**src/rtl/lockout_params.svh**
```systemverilog
// Contract
// RL1 - Copy display ident data to computers once at power-up, never again.
// RL2 - Block every computer-started write on the display ident channel.
// RL3 - Enclosure opening seen by the tamper monitor disables the device permanently.
// RL4 - Backup source failure or depletion counts as a tamper event.
// RL5 - Tamper detection runs from backup power, so unpowered events are caught.
// RL6 - After tamper, no shared peripheral is connected to any computer.
// RL7 - A clear user indication shows whenever tampering was detected.
// RL8 - While tamper protection is active, programming ports are denied.
// RL9 - Self-test runs at every power-up before switching is enabled. Not started when tamper is seen at power-up.
// RL10 - Failed self-test disables the device and isolates all inputs from outputs.
// RL11 - Tamper function failure isolates peripherals from computers.
// RL12 - A distinct user indication shows a failed power-up self-test.
// RL13 - Tamper state lives in a backup latch no reset or power cycle clears.
`ifndef LOCKOUT_PARAMS_SVH
`define LOCKOUT_PARAMS_SVH

// Clock rate and timeouts
`define CLK_MHZ        20
`define ST_TIMEOUT_US  10000
`define TMO_W          18

// Cycles the synchronisers need before their outputs are trusted
`define SETTLE_CYC     4'h8
`define SETTLE_W       4

// Synchronised input positions
`define NSYNC          6
`define IX_OPEN        0
`define IX_BATT        1
`define IX_MON         2
`define IX_LATCH       3
`define IX_HWR         4
`define IX_ARM         5

`endif

```
**src/rtl/lockout_pkg.sv**
```systemverilog
package lockout_pkg;

  // Lockout sequencer states
  typedef enum logic [2:0] {
    ST_SETTLE = 3'b000,
    ST_TEST   = 3'b001,
    ST_COPY   = 3'b010,
    ST_RUN    = 3'b011,
    ST_FAIL   = 3'b100,
    ST_TAMP   = 3'b101
  } seq_state_t;

endpackage

```
**src/rtl/tamper_selftest_lockout.sv**
```systemverilog
`timescale 1ns/1ns
`default_nettype none
`include "lockout_params.svh"
module tamper_selftest_lockout #(
  parameter int unsigned TMO_CYC = `ST_TIMEOUT_US * `CLK_MHZ
) (
  input  wire logic SYS_CLK,        // 20 MHz system clock
  input  wire logic RST,            // Async reset, active high
  input  wire logic TAMPER_OPEN,    // Enclosure switch, high when open
  input  wire logic BATT_FAIL,      // Backup source failed or depleted
  input  wire logic MON_OK,         // Tamper monitor reports healthy
  input  wire logic TAMPER_LATCH,   // Backup-domain latch, high once tampered
  input  wire logic HOST_WR,        // Computer drives a write on ident channel
  input  wire logic ARMED,          // Strap: tamper protection armed
  input  wire logic ST_DONE,        // Self-test engine finished
  input  wire logic ST_PASS,        // Self-test result, valid with ST_DONE
  input  wire logic COPY_DONE,      // Ident copy engine finished
  output logic      TAMPER_SET,     // Sets the backup-domain latch
  output logic      ST_START,       // One-cycle self-test start
  output logic      IDENT_COPY,     // Ident copy display to computers enabled
  output logic      WR_BLOCK,       // Computer writes on ident channel cut
  output logic      WR_BLOCKED,     // Pulse per blocked write attempt
  output logic      PERIPH_CONNECT, // Shared peripherals joined to computer
  output logic      VIDEO_ENABLE,   // Video and other input-output paths on
  output logic      PROG_PORT_EN,   // Internal programming ports reachable
  output logic      LED_TAMPER,     // Tamper indication
  output logic      LED_FAULT,      // Self-test failure indication
  output logic      LED_READY       // Normal switching indication
);

  //////////////////////////////////////////////////////////////////////////////
  // Input synchronisers

  // Sync stages per pin; stab holds the agreed value
  logic [`NSYNC-1:0] pins;
  logic [`NSYNC-1:0] s1;
  logic [`NSYNC-1:0] s2;
  logic [`NSYNC-1:0] s3;
  logic [`NSYNC-1:0] stab;

  // Pin order fixed by the index defines
  assign pins[`IX_OPEN]  = TAMPER_OPEN;
  assign pins[`IX_BATT]  = BATT_FAIL;
  assign pins[`IX_MON]   = MON_OK;
  assign pins[`IX_LATCH] = TAMPER_LATCH;
  assign pins[`IX_HWR]   = HOST_WR;
  assign pins[`IX_ARM]   = ARMED;

  // Three stages; a change counts only once stages two and three agree
  genvar g;
  generate
    for (g = 0; g < `NSYNC; g = g + 1) begin : g_sync
      always_ff @(posedge SYS_CLK or posedge RST) begin
        if (RST) begin
          s1[g]   <= 1'b0;
          s2[g]   <= 1'b0;
          s3[g]   <= 1'b0;
          stab[g] <= 1'b0;
        end else begin
          s1[g] <= pins[g];
          s2[g] <= s1[g];
          s3[g] <= s2[g];
          if (s2[g] == s3[g]) begin
            stab[g] <= s3[g];
          end
        end
      end
    end
  endgenerate

  //////////////////////////////////////////////////////////////////////////////
  // Settle counter; nothing is judged until the synchronisers hold real data

  logic [`SETTLE_W-1:0] settle;
  logic                 settled;

  always_ff @(posedge SYS_CLK or posedge RST) begin
    if (RST) begin
      settle  <= '0;
      settled <= 1'b0;
    end else if (!settled) begin
      settle <= settle + 1'b1;
      if (settle == `SETTLE_CYC) begin
        settled <= 1'b1;
      end
    end
  end

  // Strap caught once the synchronised value is trustworthy
  logic armed;

  always_ff @(posedge SYS_CLK or posedge RST) begin
    if (RST) begin
      armed <= 1'b1;
    end else if (!settled && settle == `SETTLE_CYC) begin
      armed <= stab[`IX_ARM];
    end
  end

  //////////////////////////////////////////////////////////////////////////////
  // Tamper capture

  // Latch read covers events caught by the backup domain while unpowered
  logic tamper_evt;
  assign tamper_evt = settled && (stab[`IX_OPEN]     // RL3
                               || stab[`IX_BATT]     // RL4
                               || stab[`IX_LATCH]);  // RL5

  // Sticky; only reset clears it, and reset re-reads the backup latch
  logic tampered;

  always_ff @(posedge SYS_CLK or posedge RST) begin
    if (RST) begin
      tampered <= 1'b0;
    end else if (tamper_evt) begin
      tampered <= 1'b1; // RL3
    end
  end

  // Monitor health loss is sticky as well
  logic mon_fail;

  always_ff @(posedge SYS_CLK or posedge RST) begin
    if (RST) begin
      mon_fail <= 1'b0;
    end else if (settled && !stab[`IX_MON]) begin
      mon_fail <= 1'b1; // RL11
    end
  end

  // Drive the backup latch; it then holds across resets and power cycles
  always_ff @(posedge SYS_CLK or posedge RST) begin
    if (RST) begin
      TAMPER_SET <= 1'b0;
    end else if (tamper_evt || tampered) begin
      TAMPER_SET <= 1'b1; // RL13
    end
  end

  //////////////////////////////////////////////////////////////////////////////
  // Power-up sequencer

  // Sequencer state and its watchdog
  lockout_pkg::seq_state_t state;
  logic [`TMO_W-1:0]       timer;
  logic                    copied;
  logic                    tmo;

  // Timeout shared by test and copy; a hung engine cannot stall boot
  assign tmo = (timer == `TMO_W'(TMO_CYC));

  // Tamper beats every other transition; tamper is terminal, and fail leaves only for tamper
  always_ff @(posedge SYS_CLK or posedge RST) begin
    if (RST) begin
      state <= lockout_pkg::ST_SETTLE;
    end else if (tamper_evt || tampered) begin
      state <= lockout_pkg::ST_TAMP; // RL3
    end else begin
      case (state)
        lockout_pkg::ST_SETTLE: begin
          if (settled) begin
            state <= lockout_pkg::ST_TEST; // RL9
          end
        end
        lockout_pkg::ST_TEST: begin
          if (mon_fail) begin
            state <= lockout_pkg::ST_FAIL; // RL11
          end else if ((ST_DONE && !ST_PASS) || tmo) begin
            state <= lockout_pkg::ST_FAIL; // RL10
          end else if (ST_DONE && !copied) begin
            state <= lockout_pkg::ST_COPY; // RL1
          end else if (ST_DONE) begin
            state <= lockout_pkg::ST_RUN;
          end
        end
        lockout_pkg::ST_COPY: begin
          if (mon_fail || tmo) begin
            state <= lockout_pkg::ST_FAIL;
          end else if (COPY_DONE) begin
            state <= lockout_pkg::ST_RUN;
          end
        end
        lockout_pkg::ST_RUN: begin
          if (mon_fail) begin
            state <= lockout_pkg::ST_FAIL; // RL11
          end
        end
        lockout_pkg::ST_FAIL: state <= lockout_pkg::ST_FAIL;
        lockout_pkg::ST_TAMP: state <= lockout_pkg::ST_TAMP;
        default: state <= lockout_pkg::ST_FAIL;
      endcase
    end
  end

  // Timeout counter; restarts on every state change
  lockout_pkg::seq_state_t prev_state;

  always_ff @(posedge SYS_CLK or posedge RST) begin
    if (RST) begin
      prev_state <= lockout_pkg::ST_SETTLE;
      timer      <= '0;
    end else begin
      prev_state <= state;
      if (state != prev_state) begin
        timer <= '0;
      end else if (!tmo) begin
        timer <= timer + 1'b1;
      end
    end
  end

  // Copy may be entered once per power-up and never afterwards
  always_ff @(posedge SYS_CLK or posedge RST) begin
    if (RST) begin
      copied <= 1'b0;
    end else if (state == lockout_pkg::ST_COPY) begin
      copied <= 1'b1; // RL1
    end
  end

  //////////////////////////////////////////////////////////////////////////////
  // Handshake outputs

  // Start pulse on the first cycle of the test state
  always_ff @(posedge SYS_CLK or posedge RST) begin
    if (RST) begin
      ST_START <= 1'b0;
    end else begin
      ST_START <= (state == lockout_pkg::ST_SETTLE) && settled
                  && !tamper_evt && !tampered; // RL9
    end
  end

  // Copy window; cut the same cycle a tamper or timeout appears
  always_ff @(posedge SYS_CLK or posedge RST) begin
    if (RST) begin
      IDENT_COPY <= 1'b0;
    end else begin
      IDENT_COPY <= (state == lockout_pkg::ST_COPY) && !COPY_DONE
                    && !tamper_evt && !mon_fail && !tmo; // RL1
    end
  end

  //////////////////////////////////////////////////////////////////////////////
  // Ident channel write guard

  // Writes are never passed; the path is cut in hardware, not filtered
  logic hwr_prev;

  always_ff @(posedge SYS_CLK or posedge RST) begin
    if (RST) begin
      WR_BLOCK   <= 1'b1;
      WR_BLOCKED <= 1'b0;
      hwr_prev   <= 1'b0;
    end else begin
      WR_BLOCK   <= 1'b1; // RL2
      hwr_prev   <= stab[`IX_HWR];
      WR_BLOCKED <= stab[`IX_HWR] && !hwr_prev; // RL2
    end
  end

  //////////////////////////////////////////////////////////////////////////////
  // Path enables and indications

  // Paths open only in run; one cycle of lag is the price of flopped outputs
  logic run_ok;
  assign run_ok = (state == lockout_pkg::ST_RUN) && !tamper_evt && !mon_fail;

  always_ff @(posedge SYS_CLK or posedge RST) begin
    if (RST) begin
      PERIPH_CONNECT <= 1'b0;
      VIDEO_ENABLE   <= 1'b0;
    end else begin
      PERIPH_CONNECT <= run_ok && !tampered; // RL6 RL10 RL11
      VIDEO_ENABLE   <= run_ok && !tampered; // RL10
    end
  end

  // Programming ports stay shut while armed or once tampered
  always_ff @(posedge SYS_CLK or posedge RST) begin
    if (RST) begin
      PROG_PORT_EN <= 1'b0;
    end else begin
      PROG_PORT_EN <= settled && !armed && !tampered && !tamper_evt; // RL8
    end
  end

  // Tamper and self-test failure light different lamps
  always_ff @(posedge SYS_CLK or posedge RST) begin
    if (RST) begin
      LED_TAMPER <= 1'b0;
      LED_FAULT  <= 1'b0;
      LED_READY  <= 1'b0;
    end else begin
      LED_TAMPER <= tampered || tamper_evt; // RL7
      LED_FAULT  <= (state == lockout_pkg::ST_FAIL) && !tampered; // RL12
      LED_READY  <= run_ok && !tampered;
    end
  end

endmodule
`default_nettype wire

```
**config.mk**
```make
export PLATFORM = sky130hd
export DESIGN_NAME = tamper_selftest_lockout
export DESIGN_NICKNAME = d
export VERILOG_FILES = /design/src/rtl/lockout_pkg.sv /design/src/rtl/tamper_selftest_lockout.sv
export VERILOG_INCLUDE_DIRS = /design/src /design/src/rtl
export SDC_FILE = /design/constraint.sdc
export NUM_CORES = 1
export LEC_CHECK = 0
export BUFFER_PORTS_ARGS = -buffer_cell sky130_fd_sc_hd__buf_2
export CAP_MARGIN = 15
export CORE_ASPECT_RATIO = 0.8
export CORE_UTILIZATION = 45
export DETAILED_ROUTE_END_ITERATION = 12
export MAX_ROUTING_LAYER = met4
export PLACE_DENSITY_LB_ADDON = 0.1
export SETUP_SLACK_MARGIN = 0.4
export SKIP_CTS_REPAIR_TIMING = 1
export SYNTH_ARGS = -nofsm -noshare
export SYNTH_HDL_FRONTEND = slang
export SYNTH_SLANG_ARGS = --single-unit
export TNS_END_PERCENT = 50
```
**constraint.sdc**
```tcl
create_clock -name SYS_CLK -period 3 [get_ports SYS_CLK]
set_clock_uncertainty 0.1 [all_clocks]
set_input_delay 0.45 -clock SYS_CLK [delete_from_list [all_inputs] [get_ports SYS_CLK]]
set_output_delay 0.45 -clock SYS_CLK [all_outputs]
set_load 0.005 [all_outputs]
```
* Word-level counts from Yosys, hierarchy flattened *
Cells that the tools add are included.
W data, S select, Z words.

storage, ports and cells
  register bits = 66
  bits of input ports = 11
  output and inout port bits = 11
  logic and storage cells = 115

cells by class
  add/subtract/negate cells = 2
  equal/unequal tests = 19
  multiplexer cells = 14
  reductions and logical operators = 38

operator list
  operator                 count
  $mux W18                 2
  $mux W3                  9
  $logic_and A1 B1 Y1      20
  $add A18 B1 Y18 const B  1
  $eq A18 B18 Y1 const B   1
  $pmux W3 S5              1
  $logic_not A1 Y1         11
  $eq A1 B1 Y1             6
  $eq A3 B2 Y1 const B     2
  $eq A3 B3 Y1 const B     2
  $ne A3 B2 Y1 const B     2
  $ne A6 B6 Y1 const B     1
  $logic_or A1 B1 Y1       5
  $add A4 B1 Y4 const B    1
  $eq A4 B4 Y1 const B     1
  $ne A4 B3 Y1 const B     1
  $reduce_and A4 Y1        1
  $eq A3 B1 Y1 const B     1
  $logic_not A3 Y1         1
  $ne A3 B3 Y1             1
  $mux W1                  2
  $ne A2 B1 Y1 const B     1

* Longest topological paths before layout *
  word-level depth = 7
  depth in mapped cells = 7
  gate-level depth less buffers = 7

* Worst setup path before layout *
OpenSTA, ideal clock, no wires.

  path kind = register to register
  start = reg timer[14]
  end = reg state[2]
  arrival = 1.618 ns
  path slack = 1.179 ns
  stages on the path, launching flop included = 5
  path buffers = 0
  cells stage by stage = dfrtp_1 > or4_4 > nor3_4 > a2111oi_2 > o41ai_2

on the way
  cells in the longest elaborated chain, start to end = 6
  elaborated cells on any way between the ends = 11
  those cells by class = eq/ne (3); mux (5); reduce/logical (3)

RTL lines
  element                 line                            text
  start, declared         tamper_selftest_lockout.sv:145  logic [`TMO_W-1:0] timer;
  start signal, assigned  tamper_selftest_lockout.sv:207  timer <= timer + 1'b1;
  $eq A18 B18 Y1 (*)      tamper_selftest_lockout.sv:150  assign tmo = (timer == `TMO_W'(TMO_CYC));
  $logic_or A1 B1 Y1      tamper_selftest_lockout.sv:168  end else if ((ST_DONE && !ST_PASS) || tmo) begin
  $mux W3                 tamper_selftest_lockout.sv:168
  $mux W3                 tamper_selftest_lockout.sv:166  if (mon_fail) begin
  $pmux W3 S5             tamper_selftest_lockout.sv:159  case (state)
  $mux W3                 tamper_selftest_lockout.sv:156  end else if (tamper_evt || tampered) begin
  end signal, assigned    tamper_selftest_lockout.sv:157  state <= lockout_pkg::ST_TAMP;
  end signal, assigned    tamper_selftest_lockout.sv:167  state <= lockout_pkg::ST_FAIL;
  end signal, assigned    tamper_selftest_lockout.sv:169  state <= lockout_pkg::ST_FAIL;
  end, declared           tamper_selftest_lockout.sv:144  lockout_pkg::seq_state_t state;

Mark *: on every way between the ends. The rest lies on a longest branch, timed or not.
A chain may end at the register's enable or synchronous reset.

* Worst setup path in the final report *
  start = reg timer[6]
  end = reg state[2]

Same word-level chain as after synthesis.

==> flow_summary.yaml <==
clock_tree:
  cts_tree: "built"
  cts_buffers: 9
  cts_root_buffer: "clkbuf_8"
  path_clk_slew_ps: 70
  cts_sinks: 66
  htreeDepth: 3
  clockBufferDepth: 2
  insertion_delay_ps: 330
synthesis:
  synth_top_area_share: 0.602
  synth-main-ff-cell: "dfrtp_1"
  ys_seq_area_frac: 0.612
  synth_top_family_by_area: "simple AND/OR/NAND/NOR gates"
  ys_async_sr_fraction: 1.00
  synth.distinct_cells: 45
  synth_area_sq_um: 2700
  yosys-top-cells-area: "dfrtp_1 (60%), xnor2_1 (3.2%), nor2_1 (2.4%), xor2_1 (2.3%), maj3_1 (2.2%)"
  ys_warn_count: 0
  synth_edf_count: 0
  synth.avg_cell_area_sq_um: 12.0
  synth-seq-cells: 66
  synth_top_cell_by_area: "dfrtp_1"
  syn_nets: 241
  synth_xor_area_frac: 0.0551
  synthSimpleGateAreaFrac: 0.183
  synthMuxAreaShare: 0.0204
  synthTopCellsByCount: "dfrtp_1 (65), nor2_1 (17), nand2_1 (11), nand3_1 (10), xnor2_1 (10)"
  synth-compound-area-share: 0.0560
  yosysMostFrequentCell: "dfrtp_1"
  synth_fa_ha_area_frac: 0.0407
  netlist_instances: 226
routing:
  wl_met1_um: 2500
  drt-total-wl_um: 4600
  drcViolationCount: 0
  highest_layer: "met4"
  dr_total_vias: 1695
  ant_nets: 0
  post_drt_wl_per_cell_um: 14.0
  first_iter_violations: 94
  drtPass1Iterations: 4
  wl_met3_um: 215
  wl_met2_um: 1860
  via_per_inst: 5.15
sta:
  finalCriticalPeriod_ps: 2020
  slew_viol_final: 0
  fmax_ghz: 0.495
  tightest_slew_ps: 718
  maxSlewHeadroom: 0.520
  period_share: 0.673
  setup_viol: 0
  hold_viol_final: 0
  rsz0062_at_grt: "false"
  finalSetupTns_ps: 0
  layout_setup_ws_ps: 980
power:
  vdd_ir_drop_max_uv: 255
  power_leakage_nw: 1.35
  internal-power_w: 0.00153
  p_per_area_nw_per_um2: 606
  total_power_w: 0.00189
  comb_power_share: 0.023
  switching_power_w: 0.000361
  swShare: 0.191
  clkPwrFrac: 0.487
  seqPwrFrac: 0.490
global_routing:
  antenna_found_initial: 0
  overflow: 0
  grt_max_degree: 40
  grt_pass1_wl_um: 7840
  gr-usage-all-layers: 0.174
  grt_pass1_vias: 1550
placement:
  placed_cells: 314
  placed_cell_area_sq_um: 2870
  routabilityCongestion: 0.776
  io_buffers: 20
  dpl.hpwl_um: 3100
  dpl_worst_slack_ps: 993
cells_and_area:
  area_growth_pct: 15.4
  nNetsFinal: 262
  drive_above_1_share: 0.203
  multi_input_area_sq_um: 963
  ff_latch_area_sq_um: 1650
  design_area_sq_um: 3120
  instances_no_fill: 329
  n_fill_cell: 501
  num_antenna_cells: 0
setup_path:
  worst-path-max-fanout: 7
  critPathLaunchType: "flop"
  critPathRequiredTime_ps: 3130
  end_kind: "flop"
  path_class: "reg -> reg"
  arrival_ps: 2150
  cp-startpoint: "timer[6]"
  reg2reg_from: "timer[6]"
floorplanning:
  die-area_sq_um: 6320
  start_util: 0.481
  io_pins: 22
  fp.coreArea_sq_um: 5620
  dieHeight_um: 71.3
  row_count: 24
  fp.dieW_um: 88.6
run:
  maxCapViolCount: 0
worst_hold_path:
  min_path_type: "in -> async"
status:
  outcome: "finished clean"
[stage by stage]
stage / hold WS, ps / utilization
floorplan: 231 / -
finish: 83.2 / 0.555
global placement: 232 / 0.511
CTS: 95.2 / 0.555
global route: 92.0 / 0.555
detailed placement: 236 / 0.511
[cell families (layout without fill, tap and decap cells)]
kind of cell,count (synthesis),count (layout)
xor+xnor,17,17
flops,66,66
simple gates,86,86
mux,4,4
buf+inv,20,45
other cells,1,1
fa+ha+maj,10,10
compound gates,22,22
[sequential cells by signal, indices dropped and copies added, names as in the netlist, 3 cells and up]
register    cells
timer          18
s1              6
s2              6
s3              6
stab            6
settle          4
prev_state      3
state           3
[layout by cell type (no fill, tap or decap), drive strengths merged, types with 3 or more instances in the layout]
| master | Yosys | routed |
|---|---|---|
| nor2b | 3 | 3 |
| nor3 | 5 | 5 |
| bufinv | 0 | 3 |
| a21oi | 8 | 8 |
| and3 | 5 | 5 |
| nand2b | 3 | 3 |
| nand2 | 11 | 11 |
| ha | 4 | 4 |
| nor4 | 3 | 3 |
| nand3b | 5 | 5 |
| nand3 | 10 | 10 |
| dfrtp | 65 | 65 |
| inv | 9 | 9 |
| nand4 | 4 | 4 |
| clkbuf | 7 | 11 |
| xnor2 | 10 | 10 |
| nor2 | 17 | 17 |
| maj3 | 6 | 6 |
| or3 | 9 | 9 |
| buf | 4 | 21 |
| xor2 | 7 | 7 |
| o21ai | 5 | 5 |
[critical path, cell delays in order (launching register included)]
cell and delay [ps]:
dfrtp_1 430, nand2_1 90, or4_4 520, nor3_4 380, a2111oi_2 100, o41ai_2 280
[metal layers]
metal / vias to the layer above / track usage
li1: 814 / -
met4: 0 / 0.0753
met1: 836 / 0.255
met3: 2 / 0.0622
met5: - / -
met2: 43 / 0.212
[worst paths after layout]
path                            slack, ps  endpoint  depth (start not counted)
worst max-delay path                  980  state[2]                          5
worst min-delay path                   80     s1[2]                          2
worst max register to register        980  state[2]                          5
worst min register to register        240     s2[1]                          0
max in group asynchronous            2030     armed                          3
min in group SYS_CLK                  120     s1[2]                          1
[power groups by stage]
stage | clock network (W) | registers (W) | logic (W)
after global routing | 0.000980 | 0.000928 | 0.0000507
final | 0.000919 | 0.000926 | 0.0000437
after detailed placement | 0 | 0.000943 | 0.0000457
after floorplan | 0 | 0.000940 | 0.0000269
after CTS | 0.000945 | 0.000926 | 0.0000460
after global placement | 0 | 0.000942 | 0.0000454
[layout make-up]
class                   count  area share
clock buffers              11      0.0486
clock inverters             4      0.0317
inverters                   9      0.0108
multi-input cells         140       0.309
flip-flops and latches     66       0.530
well taps                  78      0.0313
repair buffers             21      0.0385
Power figures use the tool's default switching activity.
